===== config.mk =====
export PLATFORM = sky130hd
export DESIGN_NAME = vfrm_volume_flow_range_monitor
export DESIGN_NICKNAME = d
export VERILOG_FILES = /design/src/hw/vfrm_volume_flow_range_monitor.v
export VERILOG_INCLUDE_DIRS = /design/src /design/src/hw
export SDC_FILE = /design/constraint.sdc
export NUM_CORES = 1
export LEC_CHECK = 0
export BUFFER_PORTS_ARGS = -buffer_cell sky130_fd_sc_hd__buf_2
export CELL_PAD_IN_SITES_DETAIL_PLACEMENT = 2
export CELL_PAD_IN_SITES_GLOBAL_PLACEMENT = 2
export CORE_MARGIN = 8
export CORE_UTILIZATION = 34
export DETAILED_ROUTE_END_ITERATION = 6
export PLACE_DENSITY = 0.83
export SLEW_MARGIN = 20
export SYNTH_ARGS = -nofsm -noshare
export SYNTH_HDL_FRONTEND = slang
export SYNTH_SLANG_ARGS = --single-unit

===== constraint.sdc =====
create_clock -name clk -period 10.1 [get_ports clk]
set_clock_uncertainty 0.2 [all_clocks]
set_input_delay 0.505 -clock clk [delete_from_list [all_inputs] [get_ports clk]]
set_output_delay 0.505 -clock clk [all_outputs]
set_load 0.02 [all_outputs]

===== src/hw/vfrm_consts.vh =====
`ifndef VFRM_CONSTS_VH
`define VFRM_CONSTS_VH
// Register addresses (16-bit register numbers, each 32-bit value spans two)
`define VFRM_ADDR_NOW        16'h4a00
`define VFRM_ADDR_DISPLAY    16'h4a02
`define VFRM_ADDR_FREQ       16'h4a04
`define VFRM_ADDR_LOOP       16'h4a06
`define VFRM_ADDR_UPPER      16'h6a00
`define VFRM_ADDR_LOWER      16'h6a02
`define VFRM_ADDR_PERSIST    16'h6a04
// Reset values: IEEE-754 near +/-3.4E38 (largest finite) and three cycles
`define VFRM_UPPER_RST       32'h7f7fffff
`define VFRM_LOWER_RST       32'hff7fffff
`define VFRM_PERSIST_RST     32'h00000003
`define VFRM_FLOAT_ZERO      32'h00000000
// Soft fault flag position
`define VFRM_SOFT_RANGE_BIT  9
// Evaluation cycle is one per four sensor periods
`define VFRM_EVAL_DIV        2'h3
`endif


===== src/hw/vfrm_volume_flow_range_monitor.v =====
// What this block does
// - Raise soft fault bit 9 when flow exceeds the upper limit persistently.
// - Raise soft fault bit 9 when flow is below the lower limit persistently.
// - Limits span about -3.4E38..3.4E38; upper defaults top, lower defaults bottom.
// - Warn only after threshold consecutive cycles; one cycle is four sensor periods.
// - Persistence threshold is an unsigned 32-bit count, default three.
// - Present current volume flow as a 32-bit float input register.
// - Present the display-filtered copy of volume flow.
// - Present the frequency-output-filtered copy of volume flow.
// - Present the control-loop-filtered copy of volume flow.
// - Limits and threshold are writable only with service-level access.
// - Volume flow is forced to zero when no valid density exists.
`timescale 1ns/1ns
`default_nettype none
`include "vfrm_consts.vh"

module vfrm_volume_flow_range_monitor (
  input  wire        clk,
  input  wire        rstn,
  input  wire        sensorTick,
  input  wire        densityValid,
  input  wire [31:0] flowNow,
  input  wire [31:0] flowDisplay,
  input  wire [31:0] flowFreqOut,
  input  wire [31:0] flowLoop,
  input  wire        serviceAccess,
  input  wire        regRead,
  input  wire        regWrite,
  input  wire [15:0] regAddr,
  input  wire [15:0] regWdata,
  output reg  [15:0] regRdata,
  output reg         regAck,
  output reg         regExc,
  output reg         rangeFault
);

  ////////////////////////////////////////////////////////////////////////////
  // Register state
  // Flow copies are not latched: a read returns the value present at the request edge
  reg [31:0] upperLimit_r;
  reg [31:0] lowerLimit_r;
  reg [31:0] persistCount_r;
  reg [31:0] violCount_r;
  reg [1:0]  tickDiv_r;
  reg        evalTick;
  reg [31:0] flowNowQ;
  reg [31:0] flowDispQ;
  reg [31:0] flowFreqQ;
  reg [31:0] flowLoopQ;

  // Density loss zeroes every published flow copy
  always @*
  begin
    flowNowQ  = densityValid ? flowNow     : `VFRM_FLOAT_ZERO;
    flowDispQ = densityValid ? flowDisplay : `VFRM_FLOAT_ZERO;
    flowFreqQ = densityValid ? flowFreqOut : `VFRM_FLOAT_ZERO;
    flowLoopQ = densityValid ? flowLoop    : `VFRM_FLOAT_ZERO;
  end

  ////////////////////////////////////////////////////////////////////////////
  // Float ordering: returns 1 when a > b, NaN never compares greater
  function fGreater;
    input [31:0] a;
    input [31:0] b;
    reg          aNan;
    reg          bNan;
    reg          bothZero;
    begin
      aNan = (a[30:23] == 8'hff) && (a[22:0] != 23'h0);
      bNan = (b[30:23] == 8'hff) && (b[22:0] != 23'h0);
      bothZero = (a[30:0] == 31'h0) && (b[30:0] == 31'h0);
      if (aNan || bNan || bothZero)
        fGreater = 1'b0;
      else if (a[31] != b[31])
        fGreater = b[31];
      else if (!a[31])
        fGreater = a[30:0] > b[30:0];
      else
        fGreater = a[30:0] < b[30:0];
    end
  endfunction

  wire aboveMax = fGreater(flowNowQ, upperLimit_r);
  wire belowMin = fGreater(lowerLimit_r, flowNowQ);
  wire outRange = aboveMax | belowMin;

  ////////////////////////////////////////////////////////////////////////////
  // Evaluation enable: one pulse per four sensor ticks
  always @(posedge clk)
  begin
    if (!rstn)
    begin
      tickDiv_r <= 2'h0;
      evalTick  <= 1'b0;
    end
    else
    begin
      evalTick <= 1'b0;
      if (sensorTick)
      begin
        tickDiv_r <= tickDiv_r + 2'h1;
        evalTick  <= (tickDiv_r == `VFRM_EVAL_DIV);
      end
    end
  end

  ////////////////////////////////////////////////////////////////////////////
  // Fault integrator; counter saturates so a huge threshold never wraps
  // A threshold of zero or one both fault on the first out-of-range evaluation
  always @(posedge clk)
  begin
    if (!rstn)
    begin
      violCount_r <= 32'h0;
      rangeFault  <= 1'b0;
    end
    else if (evalTick)
    begin
      if (outRange)
      begin
        if (violCount_r != 32'hffffffff)
          violCount_r <= violCount_r + 32'h1;
        if ((violCount_r + 32'h1) >= persistCount_r || violCount_r == 32'hffffffff)
          rangeFault <= 1'b1;
      end
      else
      begin
        violCount_r <= 32'h0;
        rangeFault  <= 1'b0;
      end
    end
  end

  ////////////////////////////////////////////////////////////////////////////
  // Register access: high word at even address, low word at odd address
  wire [15:0] baseAddr = {regAddr[15:1], 1'b0};
  wire        loWord   = regAddr[0];
  wire        isHold   = (baseAddr == `VFRM_ADDR_UPPER) || (baseAddr == `VFRM_ADDR_LOWER)
                         || (baseAddr == `VFRM_ADDR_PERSIST);
  reg  [31:0] rdWord;
  reg         rdHit;

  always @*
  begin
    rdHit = 1'b1;
    case (baseAddr)
      `VFRM_ADDR_NOW:     rdWord = flowNowQ;
      `VFRM_ADDR_DISPLAY: rdWord = flowDispQ;
      `VFRM_ADDR_FREQ:    rdWord = flowFreqQ;
      `VFRM_ADDR_LOOP:    rdWord = flowLoopQ;
      `VFRM_ADDR_UPPER:   rdWord = upperLimit_r;
      `VFRM_ADDR_LOWER:   rdWord = lowerLimit_r;
      `VFRM_ADDR_PERSIST: rdWord = persistCount_r;
      default:
      begin
        rdWord = 32'h0;
        rdHit  = 1'b0;
      end
    endcase
  end

  // Writes land per 16-bit half; without service access they are refused
  // Limitation: a limit is compared as a mixed pair until its second half lands
  always @(posedge clk)
  begin
    if (!rstn)
    begin
      upperLimit_r   <= `VFRM_UPPER_RST;
      lowerLimit_r   <= `VFRM_LOWER_RST;
      persistCount_r <= `VFRM_PERSIST_RST;
      regRdata       <= 16'h0;
      regAck         <= 1'b0;
      regExc         <= 1'b0;
    end
    else
    begin
      regAck <= 1'b0;
      regExc <= 1'b0;
      if (regWrite)
      begin
        if (isHold && serviceAccess)
        begin
          regAck <= 1'b1;
          if (baseAddr == `VFRM_ADDR_UPPER)
          begin
            if (loWord)
              upperLimit_r[15:0] <= regWdata;
            else
              upperLimit_r[31:16] <= regWdata;
          end
          if (baseAddr == `VFRM_ADDR_LOWER)
          begin
            if (loWord)
              lowerLimit_r[15:0] <= regWdata;
            else
              lowerLimit_r[31:16] <= regWdata;
          end
          if (baseAddr == `VFRM_ADDR_PERSIST)
          begin
            if (loWord)
              persistCount_r[15:0] <= regWdata;
            else
              persistCount_r[31:16] <= regWdata;
          end
        end
        else
          regExc <= 1'b1;
      end
      else if (regRead)
      begin
        regRdata <= loWord ? rdWord[15:0] : rdWord[31:16];
        regAck   <= rdHit;
        regExc   <= !rdHit;
      end
    end
  end

endmodule // vfrm_volume_flow_range_monitor
`default_nettype wire


==> results_dict.tcl, run 1 <==
set metrics [dict create \
    hold_violations 0 \
    reg2reg_to "rangeFault" \
    yosysTopAreaCell "dfxtp_1" \
    cp-startpoint "violCount_r[0]" \
    nNetsFinal 1833 \
    cpMostUsedCell "a21oi_1" \
    ys_types 65 \
    drv_slew 0 \
    drt_iter0_markers 767 \
    clockRootBuffer "clkbuf_16" \
    synth_edf_count 0 \
    wl_per_cell_um 26.1 \
    avgSynthCellArea_um2 7.25 \
    setup_tns_ns 0 \
    path_clk_slew_ns 0.07 \
    syn-cell-area_um2 10400 \
    cts_tree "yes" \
    grt_setup_unrepaired "no" \
    fin_cells 1979 \
    reg2reg_depth 16 \
    detail_route.first_pass.iterations 5 \
    layout_common_cells "331 x nand2_1, 185 x buf_2, 150 x dfxtp_1" \
    grt_pass1_vias 12600 \
    swShare_pct 27.4 \
    io_buffers 185 \
    status "completed" \
    syn-num-nets 1698 \
    synth_warnings 0 \
    drc 0 \
    power_uw 1390 \
    die_w_um 191 \
    slew_headroom_pct 39.5 \
    antennaDiodeCount 0 \
    clkSinkCount 150 \
    setup_ws_ns 5.66 \
    cts-buffers-inserted 17 \
    setup_viol 0 \
    path_class "flip-flop to flip-flop" \
    cp_slowest_cell "or4_1" \
    worstReg2RegStart "violCount_r[0]" \
    holdBufCountCts 0 \
    ios 186 \
    ys_ff_latch 150 \
    switching_power_uw 381 \
    yosysSeqAreaShare_pct 28.9 \
    powerDensity_nw_per_um2 114 \
    async_flop_share_pct 0 \
    cts_setup_buffers 0 \
    totalWireLength_um 51600 \
    post-place-ws_ns 5.39 \
    drv_cap 0 \
    finalCriticalPeriod_ns 4.44 \
    combPwrFrac_pct 9.4 \
    grtUsageTotal_pct 27.9 \
    max_stage_delay_ns 0.78 \
    synth_area_leaders "dfxtp_1 29%, nand2_1 12%, ha_1 12%, a22oi_1 7.4%, a21oi_1 6.6%" \
    yosys_most_used_dff "dfxtp_1" \
    clock.fmax_mhz 225 \
    mostFrequentLayoutCell "nand2_1" \
    ant_nets 0 \
    grt_overflow 0 \
    core_um2 30300 \
    dr_total_vias 11700 \
    endpoint "rangeFault" \
    grt_pass1_wl_um 77300 \
    grt_max_degree 77 \
    pwr-share-seq_pct 42.5 \
    cp.arrival_ns 4.57 \
    place_hpwl_um 40700 \
    dieHeight_um 191 \
    ir_worst_vdd_mv 0.0761 \
    crit_chain "ha_1, nand3_1, or4_1, nor2_1, nand2_1, nor2_1, nand3_1, xnor2_1, ha_1, o21ai_0, a21oi_1, o21a_1, o21ai_0, nand3b_1, a21oi_1, a21oi_1" \
    post-route-util_pct 40.3 \
    cp-end-kind "flip-flop" \
    insertion_delay_ns 0.45 \
    power.leakage_uw 0.00548 \
    ff2ff_setup_slack_ns 5.66 \
    critPathRequiredTime_ns 10.24 \
    clock_power_share_pct 48.0 \
    drive_gt1_share_pct 16.2 \
    place_congestion 0.936 \
    clockBufferDepth 2 \
    hold_class "primary input to flip-flop" \
    crit_family "simple AND/OR/NAND/NOR gates" \
    p_int_uw 1010 \
    rows 64 \
    ctsResizeCount 0 \
    path_max_fanout 8 \
    start_util_pct 34.3 \
    path_depth 16 \
    avgViaCountPerCell 5.91 \
    dp_cells 1947 \
    htreeDepth 4 \
    worst_slew_pin_slew_ns 0.908 \
    area_delta_synth_final_pct 17.5 \
    synth_top_cell_area_share_pct 28.9 \
    antenna_found_initial 1 \
    die-area_um2 36400 \
    synth_cells 1435 \
    start_kind "flip-flop" \
    critPathBufInv 0 \
    finalCritPeriodShare_pct 43.9 \
]
[cell type report]
cell class / instances / area (um2)
clock buffers: 18 / 439
clock inverters: 14 / 164
fillers: 3611 / 18100
inverters: 111 / 417
multi-input cells: 1090 / 6660
flip-flops and latches: 150 / 3000
well taps: 396 / 495
repair buffers: 200 / 1040
[per-layer routing]
layer  track usage [%]  share of wire (%)
met5                 0              0.025
met2              47.7                 47
met4              13.2                4.3
met1              33.2                 42
met3              5.18                6.9
[Yosys cell counts (12+ instances only)]
cell	count
nor3_1	12
nor4_1	26
nand2_1	331
nand3_1	83
nor2_1	36
dfxtp_1	150
a22oi_1	103
xor2_1	12
nand4_1	30
o211ai_1	37
and3_1	16
ha_1	96
inv_1	111
or3_1	21
xnor2_1	19
o21ai_0	19
a21oi_1	138
clkbuf_1	73
[power by group through the flow]
| stage | Clock (uW) | Combinational, uW | Sequential (uW) |
|---|---|---|---|
| floorplan | 0 | 49.8 | 607 |
| global placement | 0 | 125 | 607 |
| detailed placement | 0 | 129 | 607 |
| CTS | 677 | 130 | 593 |
| global route | 701 | 141 | 593 |
| finish | 670 | 131 | 593 |
[worst min-delay path, stage by stage]
cell and delay, ns:
buf_2 0.12, mux2i_1 0.07, nor2_1 0.08
[stage by stage]
| stage | area (um2) | hold WS, ns |
|---|---|---|
| after floorplan | 10400 | 0.245 |
| after global placement | 11600 | 0.244 |
| after detailed placement | 11600 | 0.248 |
| after CTS | 12200 | 0.168 |
| after global routing | 12200 | 0.193 |
| final | 12200 | 0.170 |
[cells by family (layout without fill, tap and decap cells)]
logic type | count (synthesis) | in the layout | share of synthesized area [%]
AND/OR/NAND/NOR | 595 | 595 | 26.5
AO/OA/AOI/OAI | 366 | 366 | 22.9
buffers and inverters | 195 | 343 | 7.38
flip-flops | 150 | 150 | 28.9
adder cells (fa/ha/maj) | 96 | 96 | 11.6
XOR/XNOR | 31 | 31 | 2.61
multiplexers | 2 | 2 | 0.193
[worst min-delay path by stage]
stage	start	endpoint	slack, ns	depth (start not counted)
finish	sensorTick	tickDiv_r[1]	0.17	3
global route	sensorTick	evalTick	0.19	2
CTS	sensorTick	tickDiv_r[1]	0.17	3
detailed placement	regRdata[4]	regRdata[4]	0.25	2
global placement	regRdata[9]	regRdata[9]	0.24	2
floorplan	persistCount_r[17]	persistCount_r[17]	0.25	2
[flip-flops by register name, indices dropped and copies added (netlist names)]
register / flops
lowerLimit_r: 32
persistCount_r: 32
upperLimit_r: 32
violCount_r: 32
regRdata: 16
tickDiv_r: 2
evalTick: 1
rangeFault: 1
regAck: 1
regExc: 1
Note: power is estimated with default switching activity, not from simulation.
==> run 2: changes to the inputs <==
--- a/config.mk
+++ b/config.mk
@@ -10,9 +10,9 @@
 export CELL_PAD_IN_SITES_DETAIL_PLACEMENT = 2
 export CELL_PAD_IN_SITES_GLOBAL_PLACEMENT = 2
 export CORE_MARGIN = 8
-export CORE_UTILIZATION = 34
+export CORE_UTILIZATION = 32
 export DETAILED_ROUTE_END_ITERATION = 6
-export PLACE_DENSITY = 0.83
+export PLACE_DENSITY = 0.78
 export SLEW_MARGIN = 20
 export SYNTH_ARGS = -nofsm -noshare
 export SYNTH_HDL_FRONTEND = slang
==> constraint.sdc (replaced) <==
create_clock -name clk -period 4.5 [get_ports clk]
set_clock_uncertainty 0.2 [all_clocks]
set_input_delay 0.225 -clock clk [delete_from_list [all_inputs] [get_ports clk]]
set_output_delay 0.225 -clock clk [all_outputs]
set_load 0.02 [all_outputs]
==> run 2 against run 1 <==
Compared with the run above: setup slack lost 5.4 ns; utilization shrank 1.6 points; sequential power grew 120%; register-to-register slack lost 5.4 ns; global-route usage shrank 0.70 points; routed wire length grew 2.6%; via count grew 0.24%; sequential cell count is the same; count of clock-buffer cells in the layout grew 3; worst hold slack lost 0.13 ns; sequential share of layout area shrank 0.50 points; combinational power grew 140%; critical endpoint unchanged; highest routed layer unchanged.
==> results_dict.tcl, run 2 (same netlist as run 1, synthesis figures left out) <==
set metrics [dict create \
    detail_route.first_pass.iterations 5 \
    finalCritPeriodShare_pct 93.4 \
    drv_slew 0 \
    path_class "flip-flop to flip-flop" \
    die_w_um 196 \
    place_congestion 0.983 \
    insertion_delay_ns 0.45 \
    worstReg2RegStart "violCount_r[0]" \
    ios 186 \
    ctsResizeCount 0 \
    rows 66 \
    worst_slew_pin_slew_ns 0.955 \
    finalCriticalPeriod_ns 4.20 \
    powerDensity_nw_per_um2 251 \
    mostFrequentLayoutCell "nand2_1" \
    io_buffers 185 \
    htreeDepth 4 \
    clock.fmax_mhz 238 \
    start_kind "flip-flop" \
    path_max_fanout 8 \
    setup_viol 0 \
    ant_nets 0 \
    status "completed" \
    post-route-util_pct 38.6 \
    path_clk_slew_ns 0.08 \
    dr_total_vias 11700 \
    dieHeight_um 196 \
    totalWireLength_um 53000 \
    grt_setup_unrepaired "no" \
    post-place-ws_ns 0.429 \
    grt_max_degree 76 \
    cts_tree "yes" \
    avgViaCountPerCell 5.72 \
    hp-start "serviceAccess" \
    drt_iter0_markers 760 \
    drive_gt1_share_pct 16.1 \
    cts-buffers-inserted 17 \
    grt_pass1_wl_um 79500 \
    drv_cap 0 \
    setup_tns_ns 0 \
    grtUsageTotal_pct 27.2 \
    critPathRequiredTime_ns 4.63 \
    core_um2 32300 \
    antenna_found_initial 1 \
    place_hpwl_um 42100 \
    power.leakage_uw 0.00557 \
    area_delta_synth_final_pct 20.0 \
    die-area_um2 38500 \
    start_util_pct 32.2 \
    drc 0 \
    cp-startpoint "violCount_r[0]" \
    setup_ws_ns 0.295 \
    hold_violations 0 \
    layout_common_cells "331 x nand2_1, 185 x buf_2, 150 x dfxtp_1" \
    grt_overflow 0 \
    clockBufferDepth 2 \
    grt_pass1_vias 12500 \
    hold_class "primary input to flip-flop" \
    cp.arrival_ns 4.34 \
    cp-end-kind "flip-flop" \
    wl_per_cell_um 25.9 \
    ir_worst_vdd_mv 0.146 \
    nNetsFinal 1855 \
    slew_headroom_pct 36.4 \
    clkSinkCount 150 \
    clockRootBuffer "clkbuf_16" \
]
-- run 2: cell types whose count changed in the layout (fill, tap and decap cells not counted), sizes merged --
cell,before,now
buf,200,204
dlygate4sd3,0,18
clkbuf,18,21
diode,0,2
inv,116,113
-- run 2: path summary, 6_finish.rpt --
| kind | end | slack [ns] | cells past startpoint |
|---|---|---|---|
| max | rangeFault | 0.30 | 16 |
| min | regExc | 0.04 | 4 |
| max reg2reg | rangeFault | 0.30 | 16 |
| min reg2reg | regRdata[0] | 0.26 | 2 |
-- run 2: worst max-delay path: stages, from the launching register on --
cell and delay, ns:
dfxtp_1 0.41, ha_1 0.26, nand3_1 0.27, or4_1 0.61, nor2_1 0.31, nand2_1 0.13
nor2_1 0.26, xor2_1 0.26, ha_1 0.31, nor2b_1 0.14, o21ai_0 0.17, a21oi_1 0.09
o21a_1 0.18, o21ai_0 0.14, nand3b_1 0.09, a21oi_1 0.16, a21oi_1 0.08
-- run 2: timing repair --
action / in CTS / in global routing
hold buffers: 18 / 0
buffers inserted: 0 / 0
hold endpoints to repair: 95 / 0
-- run 2: final cells by class --
class	count	area, um2
clock buffer	21	460
multi-input combinational	1090	6660
antenna	2	5.00
tap	442	553
timing repair buffer	222	1250
inverter	111	417
clock inverter	11	124
sequential	150	3000
fill	3837	19800
-- run 2: through the flow --
step                      cell area, um2  hold slack, ns  std cells  total power [uW]
after floorplan                    10400           0.149       1435              1470
after global placement             11700           0.242       1997              1650
after detailed placement           11700           0.254       1997              1660
after CTS                          12500          0.0212       2047              3140
after global routing               12500          0.0716       2047              3230
final                              12500          0.0415       2049              3140
-- run 2: routing by layer --
layer,routed length (um),global-route usage (%),share of wire (%),vias to the layer above
li1,-,-,-,5434
met1,22800,32.7,43,5822
met2,25400,47.7,48,391
met3,2970,4.95,5.6,77
met4,1730,9.97,3.3,2
met5,13,0,0.025,-
-- run 2: where the power goes --
group          internal (uW)  total [uW]  switching, uW
Sequential              1330        1330           1.77
Combinational            110         316            206
Clock                    848        1490            641
